==> src/verilog/imd_pkg.sv <==
// shared types and constants of the integer multiply/divide unit
package imd_pkg;

    // ******************************************************************
    // timing, in pipeline clocks
    // ******************************************************************
    localparam int unsigned LAT_SHORT   = 3;
    localparam int unsigned LAT_LONG    = 4;
    localparam int unsigned REP_SHORT   = 2;
    localparam int unsigned REP_LONG    = 3;
    localparam int unsigned STALL_SHORT = 1;
    localparam int unsigned STALL_LONG  = 2;
    localparam int unsigned DIV_CYCLES  = 36;
    localparam int unsigned DIV_STEPS   = 32;
    localparam int unsigned CNT_W       = 6;
    localparam int unsigned NUM_SLOTS   = 2;

    // ******************************************************************
    // reset values
    // ******************************************************************
    localparam logic [31:0] UPPER_RST  = 32'h0000_0000;
    localparam logic [31:0] BOTTOM_RST = 32'h0000_0000;

    // ******************************************************************
    // operations and carriers
    // ******************************************************************
    typedef enum logic [3:0] {
        signed_product_op,
        unsigned_product_op,
        product_accumulate_op,
        unsigned_accumulate_op,
        product_deduct_op,
        unsigned_deduct_op,
        product_to_gpr_op,
        signed_quotient_op,
        unsigned_quotient_op,
        read_upper_result_op,
        read_bottom_result_op
    } imd_op_t;

    typedef enum logic [1:0] {
        KIND_LOAD,
        KIND_ACCUM,
        KIND_DEDUCT,
        KIND_GPR
    } imd_kind_t;

    typedef struct packed {
        imd_op_t     op;
        logic [31:0] operand_a;
        logic [31:0] operand_b;
        logic [4:0]  dest;
    } imd_req_t;

    typedef struct packed {
        logic        valid;
        logic [4:0]  dest;
        logic [31:0] data;
    } imd_gpr_wr_t;

    typedef struct packed {
        logic [CNT_W-1:0] cnt;
        imd_kind_t        kind;
        logic [4:0]       dest;
        logic [63:0]      prod;
    } imd_slot_t;

endpackage

==> src/verilog/imd_divider.sv <==
// iterative 32-bit restoring divider, signed or unsigned
`timescale 1ns/1ps
module imd_divider (
    input  wire logic        clock_i,
    input  wire logic        rst_n_i,
    input  wire logic        start_i,
    input  wire logic        signed_i,
    input  wire logic [31:0] dividend_i,
    input  wire logic [31:0] divisor_i,
    output logic      [31:0] quotient_o,
    output logic      [31:0] remainder_o
);

    // ******************************************************************
    // magnitude helper
    // ******************************************************************
    function automatic logic [31:0] mag(input logic [31:0] v, input logic sgn);
        mag = (sgn && v[31]) ? 32'(-v) : v;
    endfunction

    logic [31:0]                 quo_q;
    logic [31:0]                 rem_q;
    logic [31:0]                 dvs_q;
    logic [imd_pkg::CNT_W-1:0]   cnt_q;
    logic                        busy_q;
    logic                        qneg_q;
    logic                        rneg_q;
    logic [32:0]                 shifted;
    logic [32:0]                 diff;

    always_comb begin
        shifted = {rem_q, quo_q[31]};
        diff    = shifted - {1'b0, dvs_q};
    end

    // ******************************************************************
    // one quotient bit per clock; sign fix one clock after the last step
    // ******************************************************************
    always_ff @(posedge clock_i) begin
        if (!rst_n_i) begin
            quo_q       <= 32'h0000_0000;
            rem_q       <= 32'h0000_0000;
            dvs_q       <= 32'h0000_0000;
            cnt_q       <= '0;
            busy_q      <= 1'b0;
            qneg_q      <= 1'b0;
            rneg_q      <= 1'b0;
            quotient_o  <= 32'h0000_0000;
            remainder_o <= 32'h0000_0000;
        end else if (start_i) begin
            quo_q  <= mag(dividend_i, signed_i);
            dvs_q  <= mag(divisor_i, signed_i);
            rem_q  <= 32'h0000_0000;
            cnt_q  <= imd_pkg::CNT_W'(imd_pkg::DIV_STEPS);
            busy_q <= 1'b1;
            qneg_q <= signed_i && (dividend_i[31] ^ divisor_i[31]);
            rneg_q <= signed_i && dividend_i[31];
        end else if (busy_q && cnt_q != '0) begin
            if (!diff[32]) begin
                rem_q <= diff[31:0];
                quo_q <= {quo_q[30:0], 1'b1};
            end else begin
                rem_q <= shifted[31:0];
                quo_q <= {quo_q[30:0], 1'b0};
            end
            cnt_q <= cnt_q - 1'b1;
        end else if (busy_q) begin
            busy_q      <= 1'b0;
            quotient_o  <= qneg_q ? 32'(-quo_q) : quo_q;
            remainder_o <= rneg_q ? 32'(-rem_q) : rem_q;
        end
    end

endmodule

==> src/verilog/imd_unit.sv <==
// integer multiply/divide unit with result register pair and interlocks
`timescale 1ns/1ps
module imd_unit (
    input  wire logic                 clock_i,
    input  wire logic                 rst_n_i,
    input  wire logic                 req_valid_i,
    input  wire imd_pkg::imd_req_t    req_i,
    output logic                      issue_ready_o,
    output logic                      result_ready_o,
    output logic                      stall_o,
    output imd_pkg::imd_gpr_wr_t      gpr_wr_o,
    output logic [31:0]               upper_result_o,
    output logic [31:0]               bottom_result_o
);

    // ******************************************************************
    // helpers
    // ******************************************************************
    function automatic logic fits16(input logic [31:0] v, input logic sgn);
        fits16 = sgn ? (v[31:15] == {17{v[15]}}) : (v[31:16] == 16'h0000);
    endfunction

    function automatic logic [imd_pkg::CNT_W-1:0] cnt(input int unsigned v);
        cnt = imd_pkg::CNT_W'(v);
    endfunction

    // ******************************************************************
    // request decode
    // ******************************************************************
    logic                        is_mul;
    logic                        is_div;
    logic                        is_read;
    logic                        sgn;
    logic                        short_ops;
    logic                        take;
    logic [65:0]                 product;
    imd_pkg::imd_kind_t          kind;
    logic [imd_pkg::CNT_W-1:0]   lat;
    logic [imd_pkg::CNT_W-1:0]   rep;

    logic [31:0]                 upper_result_reg;
    logic [31:0]                 bottom_result_reg;
    imd_pkg::imd_slot_t          slot_q [imd_pkg::NUM_SLOTS];
    logic                        next_slot_q;
    logic [imd_pkg::CNT_W-1:0]   div_cnt_q;
    logic [imd_pkg::CNT_W-1:0]   rep_cnt_q;
    logic [imd_pkg::CNT_W-1:0]   rep_cnt_d;
    logic [1:0]                  stall_cnt_q;
    logic [1:0]                  stall_cnt_d;
    logic                        pending_d;
    logic [31:0]                 div_quo;
    logic [31:0]                 div_rem;

    always_comb begin
        is_mul  = 1'b0;
        is_div  = 1'b0;
        is_read = 1'b0;
        sgn     = 1'b1;
        kind    = imd_pkg::KIND_LOAD;
        unique case (req_i.op)
            imd_pkg::signed_product_op:      is_mul = 1'b1;
            imd_pkg::unsigned_product_op: begin
                is_mul = 1'b1;
                sgn    = 1'b0;
            end
            imd_pkg::product_accumulate_op: begin
                is_mul = 1'b1;
                kind   = imd_pkg::KIND_ACCUM;
            end
            imd_pkg::unsigned_accumulate_op: begin
                is_mul = 1'b1;
                sgn    = 1'b0;
                kind   = imd_pkg::KIND_ACCUM;
            end
            imd_pkg::product_deduct_op: begin
                is_mul = 1'b1;
                kind   = imd_pkg::KIND_DEDUCT;
            end
            imd_pkg::unsigned_deduct_op: begin
                is_mul = 1'b1;
                sgn    = 1'b0;
                kind   = imd_pkg::KIND_DEDUCT;
            end
            imd_pkg::product_to_gpr_op: begin
                is_mul = 1'b1;
                kind   = imd_pkg::KIND_GPR;
            end
            imd_pkg::signed_quotient_op:     is_div = 1'b1;
            imd_pkg::unsigned_quotient_op: begin
                is_div = 1'b1;
                sgn    = 1'b0;
            end
            imd_pkg::read_upper_result_op,
            imd_pkg::read_bottom_result_op:  is_read = 1'b1;
            default: ;
        endcase
        // size detection picks latency and repeat with no software hint
        short_ops = fits16(req_i.operand_a, sgn) && fits16(req_i.operand_b, sgn);
        lat       = short_ops ? cnt(imd_pkg::LAT_SHORT) : cnt(imd_pkg::LAT_LONG);
        rep       = short_ops ? cnt(imd_pkg::REP_SHORT) : cnt(imd_pkg::REP_LONG);
        // unsigned variants zero-extend, signed ones sign-extend
        product   = $signed({sgn & req_i.operand_a[31], req_i.operand_a})
                  * $signed({sgn & req_i.operand_b[31], req_i.operand_b});
        // a request is held off while an interlock or fixed stall stands
        take      = req_valid_i && !stall_o
                  && ((is_mul || is_div) ? issue_ready_o : (is_read && result_ready_o));
    end

    // ******************************************************************
    // repeat-rate and fixed-stall counters
    // ******************************************************************
    always_comb begin
        rep_cnt_d   = (rep_cnt_q != '0) ? rep_cnt_q - 1'b1 : rep_cnt_q;
        stall_cnt_d = (stall_cnt_q != 2'h0) ? stall_cnt_q - 2'h1 : stall_cnt_q;
        if (take && is_mul) begin
            rep_cnt_d = rep - 1'b1;
        end
        if (take && is_div) begin
            rep_cnt_d = cnt(imd_pkg::DIV_CYCLES - 1);
        end
        if (take && req_i.op == imd_pkg::product_to_gpr_op) begin
            stall_cnt_d = short_ops ? 2'(imd_pkg::STALL_SHORT) : 2'(imd_pkg::STALL_LONG);
        end
    end

    always_ff @(posedge clock_i) begin
        if (!rst_n_i) begin
            rep_cnt_q     <= '0;
            stall_cnt_q   <= 2'h0;
            issue_ready_o <= 1'b1;
            stall_o       <= 1'b0;
        end else begin
            rep_cnt_q     <= rep_cnt_d;
            stall_cnt_q   <= stall_cnt_d;
            issue_ready_o <= (rep_cnt_d == '0);
            stall_o       <= (stall_cnt_d != 2'h0);
        end
    end

    // ******************************************************************
    // multiply slots: two in flight at most
    // ******************************************************************
    always_ff @(posedge clock_i) begin
        if (!rst_n_i) begin
            next_slot_q <= 1'b0;
            for (int i = 0; i < imd_pkg::NUM_SLOTS; i++) begin
                slot_q[i] <= '0;
            end
        end else begin
            for (int i = 0; i < imd_pkg::NUM_SLOTS; i++) begin
                if (slot_q[i].cnt != '0) begin
                    slot_q[i].cnt <= slot_q[i].cnt - 1'b1;
                end
            end
            if (take && is_mul) begin
                // the other slot may still hold an earlier product
                slot_q[next_slot_q] <= '{cnt: lat, kind: kind, dest: req_i.dest,
                                         prod: product[63:0]};
                next_slot_q         <= ~next_slot_q;
            end
        end
    end

    // ******************************************************************
    // divide sequencing
    // ******************************************************************
    imd_divider u_divider (
        .clock_i     (clock_i),
        .rst_n_i     (rst_n_i),
        .start_i     (take && is_div),
        .signed_i    (sgn),
        .dividend_i  (req_i.operand_a),
        .divisor_i   (req_i.operand_b),
        .quotient_o  (div_quo),
        .remainder_o (div_rem)
    );

    always_ff @(posedge clock_i) begin
        if (!rst_n_i) begin
            div_cnt_q <= '0;
        end else if (take && is_div) begin
            div_cnt_q <= cnt(imd_pkg::DIV_CYCLES);
        end else if (div_cnt_q != '0) begin
            div_cnt_q <= div_cnt_q - 1'b1;
        end
    end

    // ******************************************************************
    // result register pair; completions never coincide
    // ******************************************************************
    always_ff @(posedge clock_i) begin
        if (!rst_n_i) begin
            upper_result_reg  <= imd_pkg::UPPER_RST;
            bottom_result_reg <= imd_pkg::BOTTOM_RST;
        end else begin
            for (int i = 0; i < imd_pkg::NUM_SLOTS; i++) begin
                if (slot_q[i].cnt == cnt(1)) begin
                    unique case (slot_q[i].kind)
                        imd_pkg::KIND_LOAD:
                            {upper_result_reg, bottom_result_reg} <= slot_q[i].prod;
                        imd_pkg::KIND_ACCUM:
                            {upper_result_reg, bottom_result_reg} <=
                                {upper_result_reg, bottom_result_reg} + slot_q[i].prod;
                        imd_pkg::KIND_DEDUCT:
                            {upper_result_reg, bottom_result_reg} <=
                                {upper_result_reg, bottom_result_reg} - slot_q[i].prod;
                        imd_pkg::KIND_GPR: ;
                    endcase
                end
            end
            if (div_cnt_q == cnt(1)) begin
                upper_result_reg  <= div_rem;
                bottom_result_reg <= div_quo;
            end
        end
    end

    // ******************************************************************
    // general register writes and result-read interlock
    // ******************************************************************
    always_comb begin
        pending_d = (div_cnt_q > cnt(1)) || (take && (is_mul || is_div));
        for (int i = 0; i < imd_pkg::NUM_SLOTS; i++) begin
            if (slot_q[i].cnt > cnt(1)) begin
                pending_d = 1'b1;
            end
        end
    end

    always_ff @(posedge clock_i) begin
        if (!rst_n_i) begin
            gpr_wr_o       <= '0;
            result_ready_o <= 1'b1;
        end else begin
            result_ready_o <= !pending_d;
            gpr_wr_o.valid <= 1'b0;
            for (int i = 0; i < imd_pkg::NUM_SLOTS; i++) begin
                if (slot_q[i].cnt == cnt(1) && slot_q[i].kind == imd_pkg::KIND_GPR) begin
                    gpr_wr_o <= '{valid: 1'b1, dest: slot_q[i].dest,
                                  data: slot_q[i].prod[31:0]};
                end
            end
            if (take && is_read) begin
                gpr_wr_o <= '{valid: 1'b1, dest: req_i.dest,
                              data: (req_i.op == imd_pkg::read_upper_result_op)
                                    ? upper_result_reg : bottom_result_reg};
            end
        end
    end

    always_ff @(posedge clock_i) begin
        if (!rst_n_i) begin
            upper_result_o  <= imd_pkg::UPPER_RST;
            bottom_result_o <= imd_pkg::BOTTOM_RST;
        end else begin
            upper_result_o  <= upper_result_reg;
            bottom_result_o <= bottom_result_reg;
        end
    end

endmodule

==> config.mk <==
export PLATFORM = sky130hd
export DESIGN_NAME = imd_unit
export DESIGN_NICKNAME = d
export VERILOG_FILES = /design/src/verilog/imd_pkg.sv /design/src/verilog/imd_divider.sv /design/src/verilog/imd_unit.sv
export SDC_FILE = /design/constraint.sdc
export NUM_CORES = 2
export LEC_CHECK = 0
export ABC_AREA = 1
export BUFFER_PORTS_ARGS = -buffer_cell sky130_fd_sc_hd__buf_2
export CORE_MARGIN = 5
export CORE_UTILIZATION = 50
export DETAILED_ROUTE_END_ITERATION = 10
export GPL_TIMING_DRIVEN = 0
export PLACE_DENSITY = 0.67
export SLEW_MARGIN = 20
export SYNTH_ARGS = -nofsm -noshare
export SYNTH_HDL_FRONTEND = slang
export SYNTH_HIERARCHICAL = 1
export SYNTH_SLANG_ARGS = --single-unit
==> constraint.sdc <==
create_clock -name clock_i -period 26.3 [get_ports clock_i]
set_input_delay 2.63 -clock clock_i [delete_from_list [all_inputs] [get_ports clock_i]]
set_output_delay 2.63 -clock clock_i [all_outputs]
set_load 0.005 [all_outputs]
==> results.txt <==
----------------------------------------------------
[Status]
  Status ... completed

[Job]
  Max_cap viols ... 0

[CTS]
  Insertion delay of the later-clocked pin in the worst-skew pair ... 0.75 ns
  Number of instances resized during post-cts repair ... 0
  Hold buffers post-CTS ... 0
  Post-CTS setup buffer count ... 0
  Clock tree root driver cell ... sky130_fd_sc_hd__clkbuf_16
  CTS clk-pin slew, worst paths ... 0.06 ns
  Sink Count ... 507
  Maximum count of clock buffers along a single path ... 3
  Cts bufs inserted ... 60
  H-tree depth reported by CTS ... 2
  CTS tree ... yes

[STA]
  Worst max-slew margin expressed relative to the limit ... 4.97%
  Unrepaired setup endpoints after global routing ... no
  Peak clock frequency supported by timing ... 82.9 MHz
  Final max-slew violation count ... 0
  Min Clock Period, post-route ... 12.06 ns
  Setup-violating endpoint count in the final report ... 0
  Post-route fraction of the period consumed by the critical path ... 45.9%
  Setup tns final ... 0 ns
  Hold violation total from the final report ... 0
  Worst-margin pin slew ... 1.41 ns
  Post-route clock skew ... 0.102 ns

[Synthesis]
  Top cells by area, synth ... sky130_fd_sc_hd__fa_1 25%, sky130_fd_sc_hd__nand2_1 16%, sky130_fd_sc_hd__inv_1 13%, sky130_fd_sc_hd__dfxtp_1 8.1%, sky130_fd_sc_hd__ha_1 7.2%
  Commonest cells post-synth ... 3697 x sky130_fd_sc_hd__nand2_1, 3066 x sky130_fd_sc_hd__inv_1, 1130 x sky130_fd_sc_hd__fa_1, 1105 x sky130_fd_sc_hd__nor2_1, 776 x sky130_fd_sc_hd__nand3_1
  Post-synth EDFFs ... 148
  Portion of the post-synthesis area used by sequential elements ... 13.1%
  Unique masters post-synth ... 68
  Share of synthesized flip-flops with an asynchronous set or reset ... 0%
  Average cell area after synthesis ... 6.58 sq um
  Combined area of all synthesized cells ... 0.0890 sq mm
  Cell with the most instances after synthesis ... sky130_fd_sc_hd__nand2_1
  Area share of the largest cell type after synthesis ... 25.4%
  Net count after synthesis ... 15.2k
  Synthesized instance count ... 13.5k
  Most common flop cell mapped by yosys ... sky130_fd_sc_hd__dfxtp_1
  Warnings from Yosys ... 6
  Top cell type by total area after synthesis ... sky130_fd_sc_hd__fa_1
  Flop and latch count out of synthesis ... 507

[Floorplan]
  Die span in x ... 432 um
  Number of top-level pins ... 181
  Die area ... 0.187 sq mm
  Std-Cell Core Area ... 0.176 sq mm
  Initial cell density of the core ... 50.4%
  DIE HEIGHT ... 432 um
  Core Rows ... 154

[Setup path]
  Biggest fanout along the worst timing path ... 10
  Worst setup path class ... in -> reg
  Cell type group with the largest total delay on the critical path ... adder cells
  Critical Path RT ... 26.73 ns
  CP Capture Type ... flop
  Startpoint kind of the worst setup timing path ... input pin
  Slowest cell on the critical path ... sky130_fd_sc_hd__fa_1
  CP dominant cell by count ... sky130_fd_sc_hd__fa_1
  CP Data Arrival Time ... 12.50 ns
  Worst path buffer plus inverter count ... 9
  Worst stage delay on the critical path ... 0.72 ns

[GRT]
  Overall track demand over capacity in global routing ... 46.6%
  Maximum number of pins on one net before global-route repair ... 57
  First-pass GRT wire length ... 622 mm
  Via count of the first global-routing pass ... 89.3k
  GRT overflow ... 0
  Initial antenna violation count ... 35

[Routing]
  Routed via count divided by cell count ... 5.81
  DR WL/cell ... 27.5 um
  Total routed wirelength ... 446 mm
  Total vias in the final route ... 94.1k
  Antenna-violating nets left ... 0
  Pre-antenna DRT Iters ... 7
  Residual DRC ... 0
  Number of violations reported at the end of detailed-routing iteration 0 ... 12.8k

[Hold path]
  Kind of path behind the tightest hold check ... reg -> reg

[Cells and area]
  NumNets Final ... 15.5k
  Storage cell area ... 0.0116 sq mm
  Top Registers ... slot_q: 154 flops, gpr_wr_o: 38 flops
  Synthesis-to-layout area growth ... 7.06%
  Max FFs per register ... 154
  Register with the most flip-flops ... slot_q
  Area of the multi-input gates ... 0.0636 sq mm
  Layout cells sized above 1 ... 3.38%
  Number of filler cells placed in the layout ... 17.9k

[Place]
  Routability congestion estimate from global placement ... 1.11
  Port Buf Inserts ... 179
  HPWL after detailed placement ... 383 mm

----------------------------------------------------
## cells in the final DEF, fill, tap and decap left out, drive strengths merged, types with 8 or more instances in the layout
master	Yosys	final
nand4	137	137
edfxtp	148	148
nor3	105	105
o211ai	57	57
a21boi	17	17
nand3b	10	10
and3	13	13
xnor2	55	55
bufinv	0	8
o2111ai	10	10
o21a	24	24
o22ai	39	39
nand2	3718	3718
a21oi	733	733
diode	0	31
nand3	777	777
clkinv	6	24
a21o	16	16
ha	510	510
fa	1130	1130
o21ai	609	609
a31oi	59	59
and2	15	15
o31ai	8	8
xor2	89	89
inv	3080	3085
buf	88	271
dfxtp	359	359
o21bai	35	35
nor4	38	38
a221oi	12	12
nor2	1114	1114
clkbuf	450	530
or2	24	24
## worst paths after layout
check / startpoint / to / slack, ns / depth (start not counted)
hold reg to reg: u_divider/dvs_q[21]$_SDFFE_PN0P_ / u_divider/dvs_q[21]$_SDFFE_PN0P_ / 0.46 / 2
setup reg to reg: upper_result_reg[25]$_SDFF_PN0_ / upper_result_reg[26]$_SDFF_PN0_ / 21.51 / 15
hold / removal: u_divider/dvs_q[21]$_SDFFE_PN0P_ / u_divider/dvs_q[21]$_SDFFE_PN0P_ / 0.46 / 2
setup / recovery: req_i[72] / slot_q[1][52]$_DFFE_PP_ / 14.24 / 34
## per-stage QoR
step                instance area [sq um]  worst slack, ns  hold WS [ns]  util [%]  std cells
finish                              95300            14.24         0.458      54.0      16191
global route                        95200            13.96         0.492      53.9      16170
CTS                                 95200            14.65         0.458      53.9      16159
detailed placement                  92900            13.99         0.446      52.7      16045
global placement                    92800            14.03         0.443      52.6      16041
floorplan                           89000            16.26         0.426         -      13522
## worst min-delay path, cell delays in order, from the launching register on
cell	delay (ns)
sky130_fd_sc_hd__dfxtp_1	0.31
sky130_fd_sc_hd__nand2_1	0.06
sky130_fd_sc_hd__nand2_1	0.05
## routing by layer
| layer | vias to the layer above | track usage [%] | part of all wire (%) |
|---|---|---|---|
| li1 | 41547 | - | - |
| met1 | 44445 | 54.7 | 35 |
| met2 | 6356 | 68.6 | 41 |
| met3 | 1743 | 12.5 | 12 |
| met4 | 18 | 44.5 | 12 |
| met5 | - | 0.128 | 0.031 |
## cell type report
type	instances	area share (%)
clock buffers	79	1.84
inverters	3086	12.2
plain buffers	538	2.34
clock inverters	35	0.511
repair buffers	184	1.06
well taps	2340	3.07
flip-flops and latches	507	12.2
multi-input cells	9391	66.7
diodes	31	0.0814
## cell families after synthesis
group | Yosys count | share of synthesized area [%]
mux | 7 | 0.0872
compound gates | 1639 | 10.0
xor+xnor | 144 | 1.42
simple gates | 5961 | 27.3
fa+ha+maj | 1640 | 32.6
flops | 507 | 13.1
buf+inv | 3624 | 15.5
Power is left out: the tool's default activity adds up to more than one toggle a clock period on the data nets, which glitch-free logic cannot reach.
